===== src/hdl/cff_pkg.sv =====
// Package with register map, field positions and reset values for the CAN FIFO status flags
package cff_pkg;

    ////////////////////////////////////////////////////////////////////////////
    // Register offsets (byte addresses, word index in address bits 3:2)
    localparam logic [3:0] CFF_OFS_FLAGS   = 4'h0;
    localparam logic [3:0] CFF_OFS_CONTROL = 4'h4;
    localparam logic [3:0] CFF_OFS_LEVEL   = 4'h8;

    ////////////////////////////////////////////////////////////////////////////
    // Field positions in can_fifo_event_flags
    localparam int CFF_BIT_TX_HALF   = 9;
    localparam int CFF_BIT_TX_EMPTY  = 8;
    localparam int CFF_BIT_RX_OVR    = 3;
    localparam int CFF_BIT_RX_FULL   = 2;
    localparam int CFF_BIT_RX_HALF   = 1;
    localparam int CFF_BIT_RX_NEMPTY = 0;

    // Field positions in control register
    localparam int CFF_BIT_DIR_TX    = 0;

    ////////////////////////////////////////////////////////////////////////////
    // Reset values
    localparam logic       CFF_RST_DIR_TX = 1'b0;
    localparam logic [31:0] CFF_RST_RDATA = 32'h0000_0000;
    localparam logic [31:0] CFF_UNMAPPED  = 32'h0000_0000;

    // Default depth of the message FIFO
    localparam int CFF_DEF_DEPTH = 32;

endpackage


===== src/hdl/cff_level_flags.sv =====
// Level flag decoder for one CAN message FIFO
`timescale 1ns/1ps
module cff_level_flags #(
    parameter int DEPTH = 32,
    parameter int CW    = $clog2(DEPTH + 1)
) (
    // Configuration and occupancy
    input  wire logic          dir_tx_in,
    input  wire logic [CW-1:0] count_in,
    // Live flags
    output logic               tx_half_out,
    output logic               tx_empty_out,
    output logic               rx_full_out,
    output logic               rx_half_out,
    output logic               rx_nempty_out
);
    localparam logic [CW+1:0] DEPTH_W = (CW+2)'(DEPTH);

    // Compare twice the count with depth so odd depths round correctly
    wire logic [CW+1:0] twice_count = {1'b0, count_in, 1'b0};
    wire logic          is_empty    = (count_in == '0);
    wire logic          at_most_half = (twice_count <= DEPTH_W);
    wire logic          at_least_half = (twice_count >= DEPTH_W);
    wire logic          is_full     = ({2'b00, count_in} == DEPTH_W);

    assign tx_half_out   = dir_tx_in & at_most_half;
    assign tx_empty_out  = dir_tx_in & is_empty;
    assign rx_full_out   = ~dir_tx_in & is_full;
    assign rx_half_out   = ~dir_tx_in & at_least_half;
    assign rx_nempty_out = ~dir_tx_in & ~is_empty;
endmodule


===== src/hdl/cff_status_top.sv =====
// Status flag block for one CAN message FIFO with Avalon-MM register slave
`timescale 1ns/1ps
module cff_status_top
    import cff_pkg::*;
#(
    parameter int DEPTH = cff_pkg::CFF_DEF_DEPTH,
    parameter int CW    = $clog2(DEPTH + 1)
) (
    // Clock and reset
    input  wire logic          clock_in,
    input  wire logic          sys_rst_in,
    // FIFO events from the message engine
    input  wire logic          push_in,
    input  wire logic          pop_in,
    // Avalon-MM slave
    input  wire logic [3:0]    avs_address_in,
    input  wire logic          avs_read_in,
    input  wire logic          avs_write_in,
    input  wire logic [31:0]   avs_writedata_in,
    input  wire logic [3:0]    avs_byteenable_in,
    output logic [31:0]        avs_readdata_out,
    output logic               avs_waitrequest_out,
    // Status outputs
    output logic               fifo_direction_transmit_out,
    output logic [CW-1:0]      fifo_count_out,
    output logic               rx_overrun_flag_out
);
    import cff_pkg::*;

    ////////////////////////////////////////////////////////////////////////////
    // Bus handshake states, one-hot; an illegal code falls back to idle
    typedef enum logic [1:0] {
        CFF_BUS_IDLE = 2'b01,
        CFF_BUS_ACK  = 2'b10
    } cff_bus_state_e;

    ////////////////////////////////////////////////////////////////////////////
    // State
    cff_bus_state_e bus_state;
    cff_bus_state_e next_bus_state;
    logic           fifo_direction_transmit;
    logic [CW-1:0]  count;
    logic           rx_overrun_flag;
    logic [31:0]    rdata;

    ////////////////////////////////////////////////////////////////////////////
    // Bus decode
    wire logic bus_idle  = (bus_state == CFF_BUS_IDLE);
    wire logic req       = (avs_read_in | avs_write_in) & bus_idle;
    wire logic rd_req    = req & avs_read_in;
    wire logic wr_req    = req & avs_write_in;
    wire logic sel_flags = (avs_address_in == CFF_OFS_FLAGS);
    wire logic sel_ctrl  = (avs_address_in == CFF_OFS_CONTROL);
    wire logic sel_level = (avs_address_in == CFF_OFS_LEVEL);
    wire logic wr_flags  = wr_req & sel_flags & avs_byteenable_in[0];
    wire logic wr_ctrl   = wr_req & sel_ctrl & avs_byteenable_in[0];

    ////////////////////////////////////////////////////////////////////////////
    // Direction: a control write with the low byte enabled sets it
    wire logic next_direction = wr_ctrl ? avs_writedata_in[CFF_BIT_DIR_TX]
                                        : fifo_direction_transmit;

    ////////////////////////////////////////////////////////////////////////////
    // Occupancy
    wire logic          is_full    = ({1'b0, count} == (CW+1)'(DEPTH));
    wire logic          is_empty   = (count == '0);
    wire logic          do_push    = push_in & ~is_full;
    wire logic          do_pop     = pop_in & ~is_empty;
    wire logic          count_up   = do_push & ~do_pop;
    wire logic          count_down = do_pop & ~do_push;
    wire logic [CW-1:0] count_inc  = count + CW'(1);
    wire logic [CW-1:0] count_dec  = count - CW'(1);
    // Any control write with the low byte enabled resets occupancy: the FIFO is reconfigured empty
    wire logic [CW-1:0] next_count = wr_ctrl    ? '0 :
                                     count_up   ? count_inc :
                                     count_down ? count_dec : count;

    ////////////////////////////////////////////////////////////////////////////
    // Overrun: a receive message arriving with no room; set wins over clear
    wire logic rx_dir       = ~fifo_direction_transmit;
    wire logic no_room      = push_in & is_full & ~do_pop;
    wire logic overrun_evt  = rx_dir & no_room;
    wire logic ovr_clr      = wr_flags & ~avs_writedata_in[CFF_BIT_RX_OVR];
    wire logic ovr_keep     = rx_overrun_flag & ~ovr_clr & ~wr_ctrl;
    wire logic next_overrun = overrun_evt | ovr_keep;

    ////////////////////////////////////////////////////////////////////////////
    // Live flags
    logic tx_half_vacant_flag;
    logic tx_drained_flag;
    logic rx_saturated_flag;
    logic rx_half_occupied_flag;
    logic rx_has_message_flag;

    cff_level_flags #(
        .DEPTH (DEPTH),
        .CW    (CW)
    ) u_flags (
        .dir_tx_in     (fifo_direction_transmit),
        .count_in      (count),
        .tx_half_out   (tx_half_vacant_flag),
        .tx_empty_out  (tx_drained_flag),
        .rx_full_out   (rx_saturated_flag),
        .rx_half_out   (rx_half_occupied_flag),
        .rx_nempty_out (rx_has_message_flag)
    );

    // Overrun bit masked in transmit direction
    wire logic ovr_view = rx_overrun_flag & ~fifo_direction_transmit;

    // Level flags are not writable: only the overrun bit takes a write
    wire logic [31:0] can_fifo_event_flags = 32'h0000_0000
        | (32'(tx_half_vacant_flag)   << CFF_BIT_TX_HALF)
        | (32'(tx_drained_flag)       << CFF_BIT_TX_EMPTY)
        | (32'(ovr_view)              << CFF_BIT_RX_OVR)
        | (32'(rx_saturated_flag)     << CFF_BIT_RX_FULL)
        | (32'(rx_half_occupied_flag) << CFF_BIT_RX_HALF)
        | (32'(rx_has_message_flag)   << CFF_BIT_RX_NEMPTY);

    wire logic [31:0] ctrl_view  = 32'(fifo_direction_transmit) << CFF_BIT_DIR_TX;
    wire logic [31:0] level_view = 32'(count);
    wire logic [31:0] next_rdata = sel_flags ? can_fifo_event_flags :
                                   sel_ctrl  ? ctrl_view :
                                   sel_level ? level_view : CFF_UNMAPPED;

    ////////////////////////////////////////////////////////////////////////////
    // Bus handshake sequencing
    always_comb begin
        next_bus_state = CFF_BUS_IDLE;
        unique case (bus_state)
            CFF_BUS_IDLE: begin
                next_bus_state = req ? CFF_BUS_ACK : CFF_BUS_IDLE;
            end
            CFF_BUS_ACK: begin
                next_bus_state = CFF_BUS_IDLE;
            end
            default: begin
                next_bus_state = CFF_BUS_IDLE;
            end
        endcase
    end

    always_ff @(posedge clock_in) begin
        if (sys_rst_in) begin
            bus_state <= CFF_BUS_IDLE;
        end else begin
            bus_state <= next_bus_state;
        end
    end

    ////////////////////////////////////////////////////////////////////////////
    // Configuration and occupancy registers
    always_ff @(posedge clock_in) begin
        if (sys_rst_in) begin
            fifo_direction_transmit <= CFF_RST_DIR_TX;
        end else begin
            fifo_direction_transmit <= next_direction;
        end
    end

    always_ff @(posedge clock_in) begin
        if (sys_rst_in) begin
            count <= '0;
        end else begin
            count <= next_count;
        end
    end

    // Event flag: held until software clears it, no overrun is lost
    always_ff @(posedge clock_in) begin
        if (sys_rst_in) begin
            rx_overrun_flag <= 1'b0;
        end else begin
            rx_overrun_flag <= next_overrun;
        end
    end

    // Read data captured at the taking edge, held until the next read
    always_ff @(posedge clock_in) begin
        if (sys_rst_in) begin
            rdata <= CFF_RST_RDATA;
        end else if (rd_req) begin
            rdata <= next_rdata;
        end
    end

    ////////////////////////////////////////////////////////////////////////////
    // Outputs, each straight from a flip-flop
    // One wait cycle per access; registered read data stand at release
    always_ff @(posedge clock_in) begin
        if (sys_rst_in) begin
            avs_readdata_out <= CFF_RST_RDATA;
        end else begin
            avs_readdata_out <= rd_req ? next_rdata : rdata;
        end
    end

    always_ff @(posedge clock_in) begin
        if (sys_rst_in) begin
            avs_waitrequest_out <= 1'b1;
        end else begin
            avs_waitrequest_out <= ~req;
        end
    end

    // Status copies lag the internal state by one cycle
    always_ff @(posedge clock_in) begin
        if (sys_rst_in) begin
            fifo_direction_transmit_out <= CFF_RST_DIR_TX;
        end else begin
            fifo_direction_transmit_out <= fifo_direction_transmit;
        end
    end

    always_ff @(posedge clock_in) begin
        if (sys_rst_in) begin
            fifo_count_out <= '0;
        end else begin
            fifo_count_out <= count;
        end
    end

    always_ff @(posedge clock_in) begin
        if (sys_rst_in) begin
            rx_overrun_flag_out <= 1'b0;
        end else begin
            rx_overrun_flag_out <= ovr_view;
        end
    end
endmodule


===== config.mk =====
export PLATFORM = sky130hd
export DESIGN_NAME = cff_status_top
export DESIGN_NICKNAME = d
export VERILOG_FILES = /design/src/hdl/cff_pkg.sv /design/src/hdl/cff_level_flags.sv /design/src/hdl/cff_status_top.sv
export SDC_FILE = /design/constraint.sdc
export NUM_CORES = 1
export LEC_CHECK = 0
export BUFFER_PORTS_ARGS = -buffer_cell sky130_fd_sc_hd__buf_4
export CAP_MARGIN = 15
export CORE_AREA = 2 2 79 81
export CTS_BUF_LIST = sky130_fd_sc_hd__clkbuf_16
export DETAILED_ROUTE_END_ITERATION = 12
export DIE_AREA = 0 0 81 83
export PLACE_DENSITY = 0.61
export SLEW_MARGIN = 20
export SYNTH_ARGS = -nofsm -noshare
export SYNTH_HDL_FRONTEND = slang
export SYNTH_SLANG_ARGS = --single-unit

===== constraint.sdc =====
create_clock -name clock_in -period 3.7 [get_ports clock_in]
set_input_delay 0.185 -clock clock_in [delete_from_list [all_inputs] [get_ports clock_in]]
set_output_delay 0.185 -clock clock_in [all_outputs]
set_load 0.01 [all_outputs]

Yosys cells after proc, flatten, opt, wreduce, memory -nomap -nowiden
Index checks and enable logic that the tools add are counted.
Cells by class
  bitwise gates (word level): 40
  reductions and logical operators: 5
  $lt $le $gt $ge: 2
  $add $sub $neg: 2
  equality and inequality tests: 4
  mux-type cells: 6
Operator list (number)
  two-way mux 6 bit: 4
  AND 1 bit: 23
  two-way mux 10 bit: 1
  NOT 1 bit: 10
  OR 10 x 1 -> 10 bit: 1
  OR 10 x 2 -> 10 bit: 1
  OR 10 x 3 -> 10 bit: 1
  OR 10 x 4 -> 10 bit: 1
  OR 10 x 9 -> 10 bit: 1
  >= comparator 7 x 6 -> 1 bit (second input constant): 1
  <= comparator 7 x 6 -> 1 bit (second input constant): 1
  adder 6 x 1 -> 6 bit (second input constant): 1
  == test 6 bit (second input constant): 1
  logical NOT 6 bit: 1
  subtractor 6 x 1 -> 6 bit (second input constant): 1
  == test 4 x 3 -> 1 bit (second input constant): 1
  == test 4 bit (second input constant): 1
  logical NOT 4 bit: 1
  OR reduction 2 bit: 2
  == test 2 x 1 -> 1 bit (second input constant): 1
  two-way mux 2 bit: 1
  OR 1 bit: 2
  nonzero test 2 bit: 1
Storage, ports and cells
  register bits after elaboration: 51
  input port bits: 46
  logic and storage cells: 68

Longest topological paths before layout
Gate-level depths: netlist of run 1.
  word-level depth: 10
  mapped depth: 10
  mapped depth without buffers: 10

Hierarchy
Synthesis of run 1 repeated with hierarchy kept, for this count alone.
Second synthesis, totals
  cells, all modules: 169
  area, all modules: 1495.2 µm²
By module, submodules not included
  cff_status_top: seq. area each 540.5 µm², cells each 160, instances 1, area each 1432.6 µm²
  cff_level_flags: seq. area each 0.0 µm², cells each 9, instances 1, area each 62.6 µm²

Worst setup path before layout of run 1
Ideal clock, no wire load.
  kind: flip-flop to flip-flop
  from: register count[0]
  to: register count[4]
  period minus slack after synthesis: 2.439 ns
  stages on the path, launching flop included: 11
  path slack: 1.261 ns
  required time: 3.586 ns
  arrival: 2.324 ns
  cell sequence: dfxtp_1 -> nor4_4 -> nor3b_2 -> nor2b_1 -> ha_1 -> inv_1 -> ha_1 -> a21o_1 -> a21oi_1 -> nor3b_1 -> a2111oi_0
Between the ends
  word-level cells in the longest chain between the ends: 6
RTL lines
  start: declaration: RTL line cff_status_top.sv:42  | logic [CW-1:0] count;
  start signal: assignment: RTL line cff_status_top.sv:165  | count <= next_count;
  branches (longest 6 deep; another with subtractor 6 x 1 -> 6 bit)
Several ways; the timed one is not identified. The select of a mux whose other input is x is not followed.
A chain may end at the register's enable or synchronous reset.

Final worst setup path of run 1
  from: register count[0]
  to: register count[3]
The elaborated chain is that of the path after synthesis.

==> results of run 1 <==
cell usage in the layout (no fill, tap or decap), types with 2 or more instances in the layout:
master	instances
a211oi_1	6
buf_4	29
nor2b_1	11
mux2i_1	2
dfxtp_1	27
a21o_1	2
clkbuf_16	3
a22oi_1	2
and4b_1	2
nand2_1	5
nand2b_1	2
nor2_1	17
a21oi_1	6
ha_1	5
nor4_1	2
o21ai_1	2
inv_1	4
a221oi_1	2
conb_1	24
nand3b_1	4
nand3_1	2
nor3_1	3
o21ai_0	3
nor3b_2	2
nor3b_1	3
cells by family (layout without fill, tap and decap cells):
group                      Yosys count  count (layout)  share of synthesized area [%]
and+or+nand+nor                     62              62                           26.9
buffers and inverters               30              36                           14.1
AOI/OAI and AO/OA                   27              27                           12.7
DFF                                 27              27                           37.7
adders and majority gates            6               6                           5.76
xor gates and xnor gates             2               2                           1.22
muxes                                2               2                           1.40
other                                1              24                          0.262
worst max-delay path: stages (launching register included):
cell and delay, ns:
dfxtp_1 0.42, nor4_4 0.36, nor3b_2 0.31, nor2b_1 0.08
ha_1 0.25, inv_1 0.18, ha_1 0.28, a211oi_1 0.38
nor2_1 0.10, o31ai_1 0.21, nor2b_1 0.15
path summary, 6_finish.rpt:
check,start,to,slack (ns)
hold / removal,avs_read_in,avs_waitrequest_out,0.14
setup / recovery,count[0],count[3],0.91
hold reg to reg,avs_readdata_out[9],avs_readdata_out[9],0.46
setup reg to reg,count[0],count[3],0.91
metrics by stage:
| stage | instance area (um^2) | power, mW | instances | hold WS [ns] |
|---|---|---|---|---|
| 2_1_floorplan | 1520 | 0.708 | 180 | 0.285 |
| 5_1_grt | 1720 | 1.11 | 261 | 0.158 |
| 3_5_place_dp | 1640 | 0.800 | 257 | 0.422 |
| 3_3_place_gp | 1640 | 0.790 | 257 | 0.400 |
| 4_1_cts | 1720 | 1.04 | 261 | 0.143 |
| 6_report | 1720 | 1.03 | 261 | 0.142 |
power by group:
| group | internal (mW) | switching, mW | total [mW] | leakage (nW) |
|---|---|---|---|---|
| registers | 0.339 | 0.0621 | 0.401 | 0.221 |
| clock network | 0.145 | 0.0952 | 0.240 | 0.0423 |
| logic | 0.191 | 0.196 | 0.388 | 0.481 |
final cells by class:
type | count | area, um^2 | share of cell area [%]
clock buffers | 3 | 75.1 | 4.37
clock inverters | 1 | 3.75 | 0.218
inverters | 3 | 11.3 | 0.655
multi-input cells | 123 | 777 | 45.2
flip-flops and latches | 27 | 541 | 31.4
well taps | 75 | 93.8 | 5.46
repair buffers | 29 | 218 | 12.7
sequential cells by signal, indices dropped and copies added (netlist names):
| signal | flops |
|---|---|
| rx_overrun_flag_out | 1 |
| fifo_direction_transmit_out | 1 |
| avs_readdata_out | 8 |
| fifo_count_out | 6 |
| count | 6 |
| bus_state | 2 |
| rx_overrun_flag | 1 |
| fifo_direction_transmit | 1 |
| avs_waitrequest_out | 1 |
per-layer routing:
metal | vias to the layer above | track usage, % | wire (um)
met5 | - | 0 | 0
met4 | 0 | 4.47 | 68
met3 | 7 | 1.74 | 181
met2 | 38 | 14.8 | 1400
met1 | 515 | 9.96 | 1230
li1 | 570 | - | -
==> reports/summary.txt, run 1 <==
Outcome: completed
Register area share after synthesis: 37.7%
DR pass1 iterations: 4
Min Clock Period, post-route: 2.79 ns
Final Hold Fails: 0
Final setup fails: 0
Hold Crit Depth: 2
Dpl ws: 0.879 ns
Hold buffers post-CTS: 0
Unrepaired setup endpoints after global routing: no
Final wirelength: 2.88 mm
Static Leak: 0.744 nW
Ys async rst share: 0%
Crit Path Class: reg -> reg
Pwr Density: 598 nW/um^2
Arrival @ worst endpoint: 2.98 ns
Post-Route Setup TNS: 0 ns
Crit path required time: 3.89 ns
Max Fanout on Critical Path: 7
Vias per inst: 4.33
EDFF count, synth: 0
Largest net degree at the start of global routing: 21
Area grow syn2layout: 19.9%
Top-area cell type share of the netlist area: 37.7%
Via count: 1130
Die X: 81 um
Initial Utilization: 24.7%
Largest cells by area after synthesis: dfxtp_1 38%, buf_4 13%, nor2b_1 4.8%
Die Span Y: 83 um
Max Cap Violations: 0
IO Count: 87
Synthesized area: 1430 um^2
IO Port Bufs: 29
Slew Limit Headroom: 54.2%
Remaining DRCs: 0
N_diodes: 0
First-pass GRT wire length: 4.60 mm
Initial drt markers: 58
Critical path endpoint category: flip-flop
Nets: 239
CP Launch Type: flip-flop
Final period util: 75.5%
Filler instances: 632
Vias in the first global route: 1013
Worst reg-to-reg path cell count: 10
Post-CTS Setup Inserts: 0
Clock Latency Late Sink: 0.26 ns
Hold Crit Class: in -> reg
Initial antenna violation count: 0
TritonCTS clock tree: yes
Placer Congestion: 0.796
Measured slew at the worst slew-check pin: 0.678 ns
Die footprint: 6720 um^2
Top_reg_cell synth: dfxtp_1
Num Clock Sinks: 27
Number of H-tree levels: 1
GRT Util Overall: 8.66%
Fmax: 0.358 GHz
Cell variety after synth: 42
Row count: 28
Clk_skew: 0.00883 ns
Synth top cells by count: 27 x dfxtp_1, 24 x buf_4, 17 x nor2_1
Yosys warns: 0
HPWL after DPL: 2.20 mm
CTS Root Cell: clkbuf_16
Fin. max-slew vios: 0
Worst VDD drop: 0.219 mV
Post-DRT Antenna Nets: 0
Syn Inst Count: 157
Final worst slack: 0.907 ns
Num CTS Buffers: 3
Seq cells post-synth: 27
Core Util, Final: 29.6%
Core box area: 5820 um^2
Post-CTS sizing: 0
Grt total ovfl: 0
CTS max path bufs: 2
Leading cell type by number of instances after synthesis: dfxtp_1
Yosys top cell by area: dfxtp_1
Avg Cell Area, Syn: 9.13 um^2
Routed wire per std cell: 11.0 um
Worst-path clk slew: 0.07 ns
Layout cells sized above 1: 19.4%
Power figures use the tool's default switching activity.
==> inputs of run 2 (changes only) <==
==> constraint.sdc (replaced) <==
create_clock -name clock_in -period 2.9 [get_ports clock_in]
set_input_delay 0.145 -clock clock_in [delete_from_list [all_inputs] [get_ports clock_in]]
set_output_delay 0.145 -clock clock_in [all_outputs]
set_load 0.01 [all_outputs]
==> run 2 against run 1 <==
Effect of this change:
- fmax up 6.9%
- hold slack worse by 0.048 ns
- first-iteration DRC count up 41%
- worst setup slack worse by 0.62 ns
- largest power group is now combinational cells
- critical path depth unchanged
- global-route usage up 0.23 points
- utilization up 0.65 points
- largest cell class unchanged
- sequential share of layout area down 0.67 points
- clock-buffer cell count unchanged
- die area unchanged
- combinational power up 43%
- design area up 2.2%
==> reports/summary.txt, run 2 (synthesis gave the netlist of run 1 again) <==
Outcome: completed (unchanged)
Core Util, Final: 30.2% (was 29.6%)
First-pass GRT wire length: 4.65 mm (was 4.60 mm)
Area grow syn2layout: 22.5% (was 19.9%)
Num CTS Buffers: 3 (unchanged)
IO Port Bufs: 29 (unchanged)
Hold buffers post-CTS: 0 (unchanged)
Final Hold Fails: 0 (unchanged)
Initial Utilization: 24.7% (unchanged)
Flop pwr share: 36.0% (was 39.0%)
Num Clock Sinks: 27 (unchanged)
Clk network pwr share: 22.6% (was 23.3%)
Multi-input gate area in the final layout: 777 um^2 (unchanged)
Worst VDD drop: 0.260 mV (was 0.219 mV)
Hold Crit Class: in -> reg (unchanged)
CTS Root Cell: clkbuf_16 (unchanged)
Fmax: 0.383 GHz (was 0.358 GHz)
HPWL after DPL: 2.26 mm (was 2.20 mm)
DR pass1 iterations: 4 (unchanged)
Filler instances: 623 (was 632)
Critical path endpoint category: flip-flop (unchanged)
Final setup fails: 0 (unchanged)
Largest register by flop count: avs_readdata_out (unchanged)
Vias per inst: 4.30 (was 4.33)
Min Clock Period, post-route: 2.61 ns (was 2.79 ns)
Layout cells sized above 1: 21.5% (was 19.4%)
Die Span Y: 83 um (unchanged)
Most Used Layer, Global Route: met2 (unchanged)
Nets: 244 (was 239)
Static Leak: 0.770 nW (was 0.744 nW)
Arrival @ worst endpoint: 2.75 ns (was 2.98 ns)
Largest register FFs: 8 (unchanged)
Clk_skew: 0.00296 ns (was 0.00883 ns)
Final wirelength: 2.91 mm (was 2.88 mm)
Routed wire per std cell: 10.9 um (was 11.0 um)
Post-Route Setup TNS: 0 ns (unchanged)
Grt total ovfl: 0 (unchanged)
Unrepaired setup endpoints after global routing: no (unchanged)
Comb power frac: 41.3% (was 37.7%)
Post-CTS Setup Inserts: 0 (unchanged)
Placer Congestion: 0.835 (was 0.796)
Final period util: 90.1% (was 75.5%)
Met2 GRT Util: 15.0% (was 14.8%)
Initial drt markers: 82 (was 58)
Total net switching power: 0.459 mW (was 0.354 mW)
Regs by FF count: avs_readdata_out (8), count (6), fifo_count_out (6) (unchanged)
Initial antenna violation count: 0 (unchanged)
N_diodes: 0 (unchanged)
Post-DRT Antenna Nets: 0 (unchanged)
Measured slew at the worst slew-check pin: 0.662 ns (was 0.678 ns)
Die X: 81 um (unchanged)
Most frequent cells in the layout: 34 x buf_4, 27 x dfxtp_1, 24 x conb_1 (was 29 x buf_4, 27 x dfxtp_1, 24 x conb_1)
Row count: 28 (unchanged)
Worst-path clk slew: 0.06 ns (was 0.07 ns)
Via count: 1143 (was 1130)
Crit path required time: 3.04 ns (was 3.89 ns)
Fin. max-slew vios: 0 (unchanged)
Pwr Density: 765 nW/um^2 (was 598 nW/um^2)
Remaining DRCs: 0 (unchanged)
Most common cell after layout, fill and taps aside: buf_4 (unchanged)
Largest net degree at the start of global routing: 21 (unchanged)
GRT met1 Usage: 10.7% (was 9.96%)
Register area: 541 um^2 (unchanged)
GRT Util Overall: 8.89% (was 8.66%)
Vias in the first global route: 982 (was 1013)
Number of H-tree levels: 1 (unchanged)
Core box area: 5820 um^2 (unchanged)
Post-CTS sizing: 0 (unchanged)
Int Pwr: 0.885 mW (was 0.675 mW)
Max Cap Violations: 0 (unchanged)
CP Launch Type: flip-flop (unchanged)
GR met3 Demand/Resource: 1.63% (was 1.74%)
Clock Latency Late Sink: 0.26 ns (about the same)
CTS max path bufs: 2 (unchanged)
Die footprint: 6720 um^2 (unchanged)
Switching part of the total power: 34.2% (was 34.4%)
Slew Limit Headroom: 55.2% (was 54.2%)
TritonCTS clock tree: yes (unchanged)
IO Count: 87 (unchanged)
Max Fanout on Critical Path: 5 (was 7)
Crit Path Class: reg -> reg (unchanged)
[run 2: changes by cell type in the layout (fill, tap and decap cells not counted)]
cell / before / now
buf_4: 29 / 34
[run 2: per-stage QoR]
step | worst slack [ns] | instance area (um^2) | power (mW) | hold WS, ns | instances
CTS | 0.242 | 1760 | 1.36 | 0.0955 | 266
global route | 0.0414 | 1760 | 1.45 | 0.114 | 266
finish | 0.287 | 1760 | 1.34 | 0.0939 | 266
global placement | 0.348 | 1680 | 1.04 | 0.359 | 262
floorplan | 0.461 | 1520 | 0.903 | 0.245 | 180
detailed placement | 0.270 | 1680 | 1.05 | 0.373 | 262
[run 2: area by class of cell]
type                            count  area share (%)
Tap cell                           75            5.34
Clock buffer                        3            4.27
Timing Repair Buffer               34            14.5
Inverter                            3           0.641
Multi-Input combinational cell    123            44.2
Clock inverter                      1           0.214
Sequential cell                    27            30.8
[run 2: worst paths after layout]
path	start	end	slack, ns	cells after the start
min reg2reg	avs_readdata_out[9]	avs_readdata_out[9]	0.46	2
max	count[0]	count[4]	0.29	10
max reg2reg	count[0]	count[4]	0.29	10
min	avs_read_in	avs_waitrequest_out	0.09	2
[run 2: routing by layer]
metal,vias to the layer above,share of wire (%)
li1,579,-
met1,521,42
met2,39,51
met3,4,5.9
met4,0,1.7
met5,-,0
[run 2: worst max-delay path: stages (launching register included)]
cell       delay, ns
dfxtp_1         0.33
nor4_4          0.34
nor3b_2         0.25
nor2b_1         0.07
ha_1            0.24
inv_1           0.17
ha_1            0.30
a21o_1          0.19
a21oi_1         0.19
nor3b_1         0.07
a2111oi_0       0.35
[run 2: power groups by stage]
stage / clock network, mW / registers [mW] / logic, mW
after floorplan: 0 / 0.512 / 0.391
after global placement: 0 / 0.491 / 0.550
after detailed placement: 0 / 0.492 / 0.561
after CTS: 0.313 / 0.484 / 0.562
after global routing: 0.330 / 0.493 / 0.627
final: 0.304 / 0.484 / 0.556
==> inputs of run 3 (changes only) <==
--- a/config.mk
+++ b/config.mk
@@ -8,10 +8,11 @@
 export BUFFER_PORTS_ARGS = -buffer_cell sky130_fd_sc_hd__buf_4
 export CAP_MARGIN = 15
 export CORE_AREA = 2 2 79 81
-export CTS_BUF_LIST = sky130_fd_sc_hd__clkbuf_16
+export CTS_BUF_LIST = sky130_fd_sc_hd__clkbuf_8
 export DETAILED_ROUTE_END_ITERATION = 12
 export DIE_AREA = 0 0 81 83
 export PLACE_DENSITY = 0.61
+export SKIP_LAST_GASP = 1
 export SLEW_MARGIN = 20
 export SYNTH_ARGS = -nofsm -noshare
 export SYNTH_HDL_FRONTEND = slang
==> run 3 against run 2 <==
Effect of this change:
- routed wire length is 0.14% higher
- design area is 1.9% lower
- hold slack worse by 0.013 ns
- first-iteration DRC count is 16% higher
==> reports/summary.txt, run 3 (synthesis gave the netlist of run 1 again) <==
Arrival @ worst endpoint: 2.77 ns (was 2.75 ns)
Crit path required time: 3.05 ns (was 3.04 ns)
Unrepaired setup endpoints after global routing: no (unchanged)
CTS max path bufs: 2 (unchanged)
Min Clock Period, post-route: 2.62 ns (was 2.61 ns)
Slew Limit Headroom: 57.6% (was 55.2%)
Total placed cells including tap cells: 262 (unchanged)
Most frequent cells in the layout: 34 x buf_4, 27 x dfxtp_1, 24 x conb_1 (unchanged)
Total net switching power: 0.450 mW (was 0.459 mW)
Initial antenna violation count: 0 (unchanged)
Worst-path clk slew: 0.09 ns (was 0.06 ns)
Static Leak: 0.755 nW (was 0.770 nW)
Filler instances: 627 (was 623)
Via count: 1156 (was 1143)
Grt total ovfl: 0 (unchanged)
Measured slew at the worst slew-check pin: 0.628 ns (was 0.662 ns)
Largest register by flop count: avs_readdata_out (unchanged)
N_diodes: 0 (unchanged)
Layout cells sized above 1: 21.5% (unchanged)
Initial drt markers: 95 (was 82)
Placed inst area: 1680 um^2 (unchanged)
Regs by FF count: avs_readdata_out (8), count (6), fifo_count_out (6) (unchanged)
Die X: 81 um (unchanged)
Final period util: 90.3% (was 90.1%)
Hold Crit Class: in -> reg (unchanged)
Critical path endpoint category: flip-flop (unchanged)
Switching part of the total power: 36.2% (was 34.2%)
DR pass1 iterations: 4 (unchanged)
Final worst slack: 0.282 ns (was 0.287 ns)
Outcome: completed (unchanged)
Power, Total: 1.25 mW (was 1.34 mW)
IO Count: 87 (unchanged)
Initial Utilization: 24.7% (unchanged)
Largest net degree at the start of global routing: 21 (unchanged)
Comb power frac: 44.6% (was 41.3%)
Fmax: 0.382 GHz (was 0.383 GHz)
Crit Path Class: reg -> reg (unchanged)
Post-route non-filler standard cell count: 266 (unchanged)
CP Launch Type: flip-flop (unchanged)
Post-CTS Setup Inserts: 0 (unchanged)
Vias per inst: 4.35 (was 4.30)
GRT Util Overall: 8.69% (was 8.89%)
Num CTS Buffers: 3 (unchanged)
Routed wire per std cell: 11.0 um (was 10.9 um)
Remaining DRCs: 0 (unchanged)
Pwr Density: 723 nW/um^2 (was 765 nW/um^2)
Hold buffers post-CTS: 0 (unchanged)
Clock Latency Late Sink: 0.27 ns (was 0.26 ns)
Placer Congestion: 0.835 (unchanged)
Post-CTS sizing: 0 (unchanged)
Int Pwr: 0.795 mW (was 0.885 mW)
Clk_skew: 0.00322 ns (was 0.00296 ns)
HPWL after DPL: 2.26 mm (unchanged)
Post-DRT Antenna Nets: 0 (unchanged)
Core box area: 5820 um^2 (unchanged)
Most common cell after layout, fill and taps aside: buf_4 (unchanged)
Worst VDD drop: 0.216 mV (was 0.260 mV)
Largest register FFs: 8 (unchanged)
Num Clock Sinks: 27 (unchanged)
Flop pwr share: 38.9% (was 36.0%)
Die Span Y: 83 um (unchanged)
Dpl ws: 0.270 ns (unchanged)
CTS Root Cell: clkbuf_8 (was clkbuf_16)
Max Fanout on Critical Path: 5 (unchanged)
Post-Route Setup TNS: 0 ns (unchanged)
TritonCTS clock tree: yes (unchanged)
Number of H-tree levels: 1 (unchanged)
Area grow syn2layout: 20.2% (was 22.5%)
First-pass GRT wire length: 4.62 mm (was 4.65 mm)
Vias in the first global route: 976 (was 982)
Nets: 244 (unchanged)
Final wirelength: 2.92 mm (was 2.91 mm)
IO Port Bufs: 29 (unchanged)
Die footprint: 6720 um^2 (unchanged)
Clk network pwr share: 16.4% (was 22.6%)
Final Hold Fails: 0 (unchanged)
Max Cap Violations: 0 (unchanged)
Reg2Reg Setup Slack: 0.28 ns (was 0.29 ns)
Design Area, Final: 1720 um^2 (was 1760 um^2)
Final setup fails: 0 (unchanged)
Fin. max-slew vios: 0 (unchanged)
Row count: 28 (unchanged)
-- run 3: cell counts in the layout (fill, tap and decap cells not counted) --
Identical to the previous run, type by type.
-- run 3: final timing paths --
| check | cells past startpoint | endpoint | startpoint |
|---|---|---|---|
| min | 2 | avs_waitrequest_out | avs_read_in |
| max | 10 | count[4] | count[0] |
| min reg2reg | 2 | avs_readdata_out[9] | avs_readdata_out[9] |
| max reg2reg | 10 | count[4] | count[0] |
-- run 3: through the flow --
step | hold WS [ns] | util (%)
after global routing | 0.0942 | 29.6
after CTS | 0.0803 | 29.6
after floorplan | 0.245 | -
after detailed placement | 0.373 | 28.9
after global placement | 0.359 | 28.9
final | 0.0806 | 29.6
-- run 3: worst max-delay path, cell delays in order (launching register included) --
cell and delay, ns:
dfxtp_1 0.34, nor4_4 0.33, nor3b_2 0.25, nor2b_1 0.07
ha_1 0.24, inv_1 0.17, ha_1 0.30, a21o_1 0.19
a21oi_1 0.19, nor3b_1 0.07, a2111oi_0 0.35
-- run 3: final cells by class --
type	count	area [um^2]	area share [%]
well taps	75	93.8	5.45
multi-input cells	123	777	45.1
inverters	3	11.3	0.654
flip-flops and latches	27	541	31.4
clock buffers	3	41.3	2.40
clock inverters	1	3.75	0.218
repair buffers	34	255	14.8
-- run 3: per-layer routing --
layer	global-route usage (%)	up-vias	wire length (um)
met3	0.978	2	171
met1	10.8	537	1210
li1	-	577	-
met5	0	-	0
met2	14.9	40	1500
met4	3.70	0	36
-- run 3: power by group through the flow --
| stage | Combinational [mW] | Clock [mW] | Sequential, mW |
|---|---|---|---|
| 6_report | 0.556 | 0.205 | 0.485 |
| 5_1_grt | 0.628 | 0.229 | 0.492 |
| 4_1_cts | 0.563 | 0.212 | 0.484 |
| 3_5_place_dp | 0.561 | 0 | 0.492 |
| 3_3_place_gp | 0.550 | 0 | 0.491 |
| 2_1_floorplan | 0.391 | 0 | 0.512 |
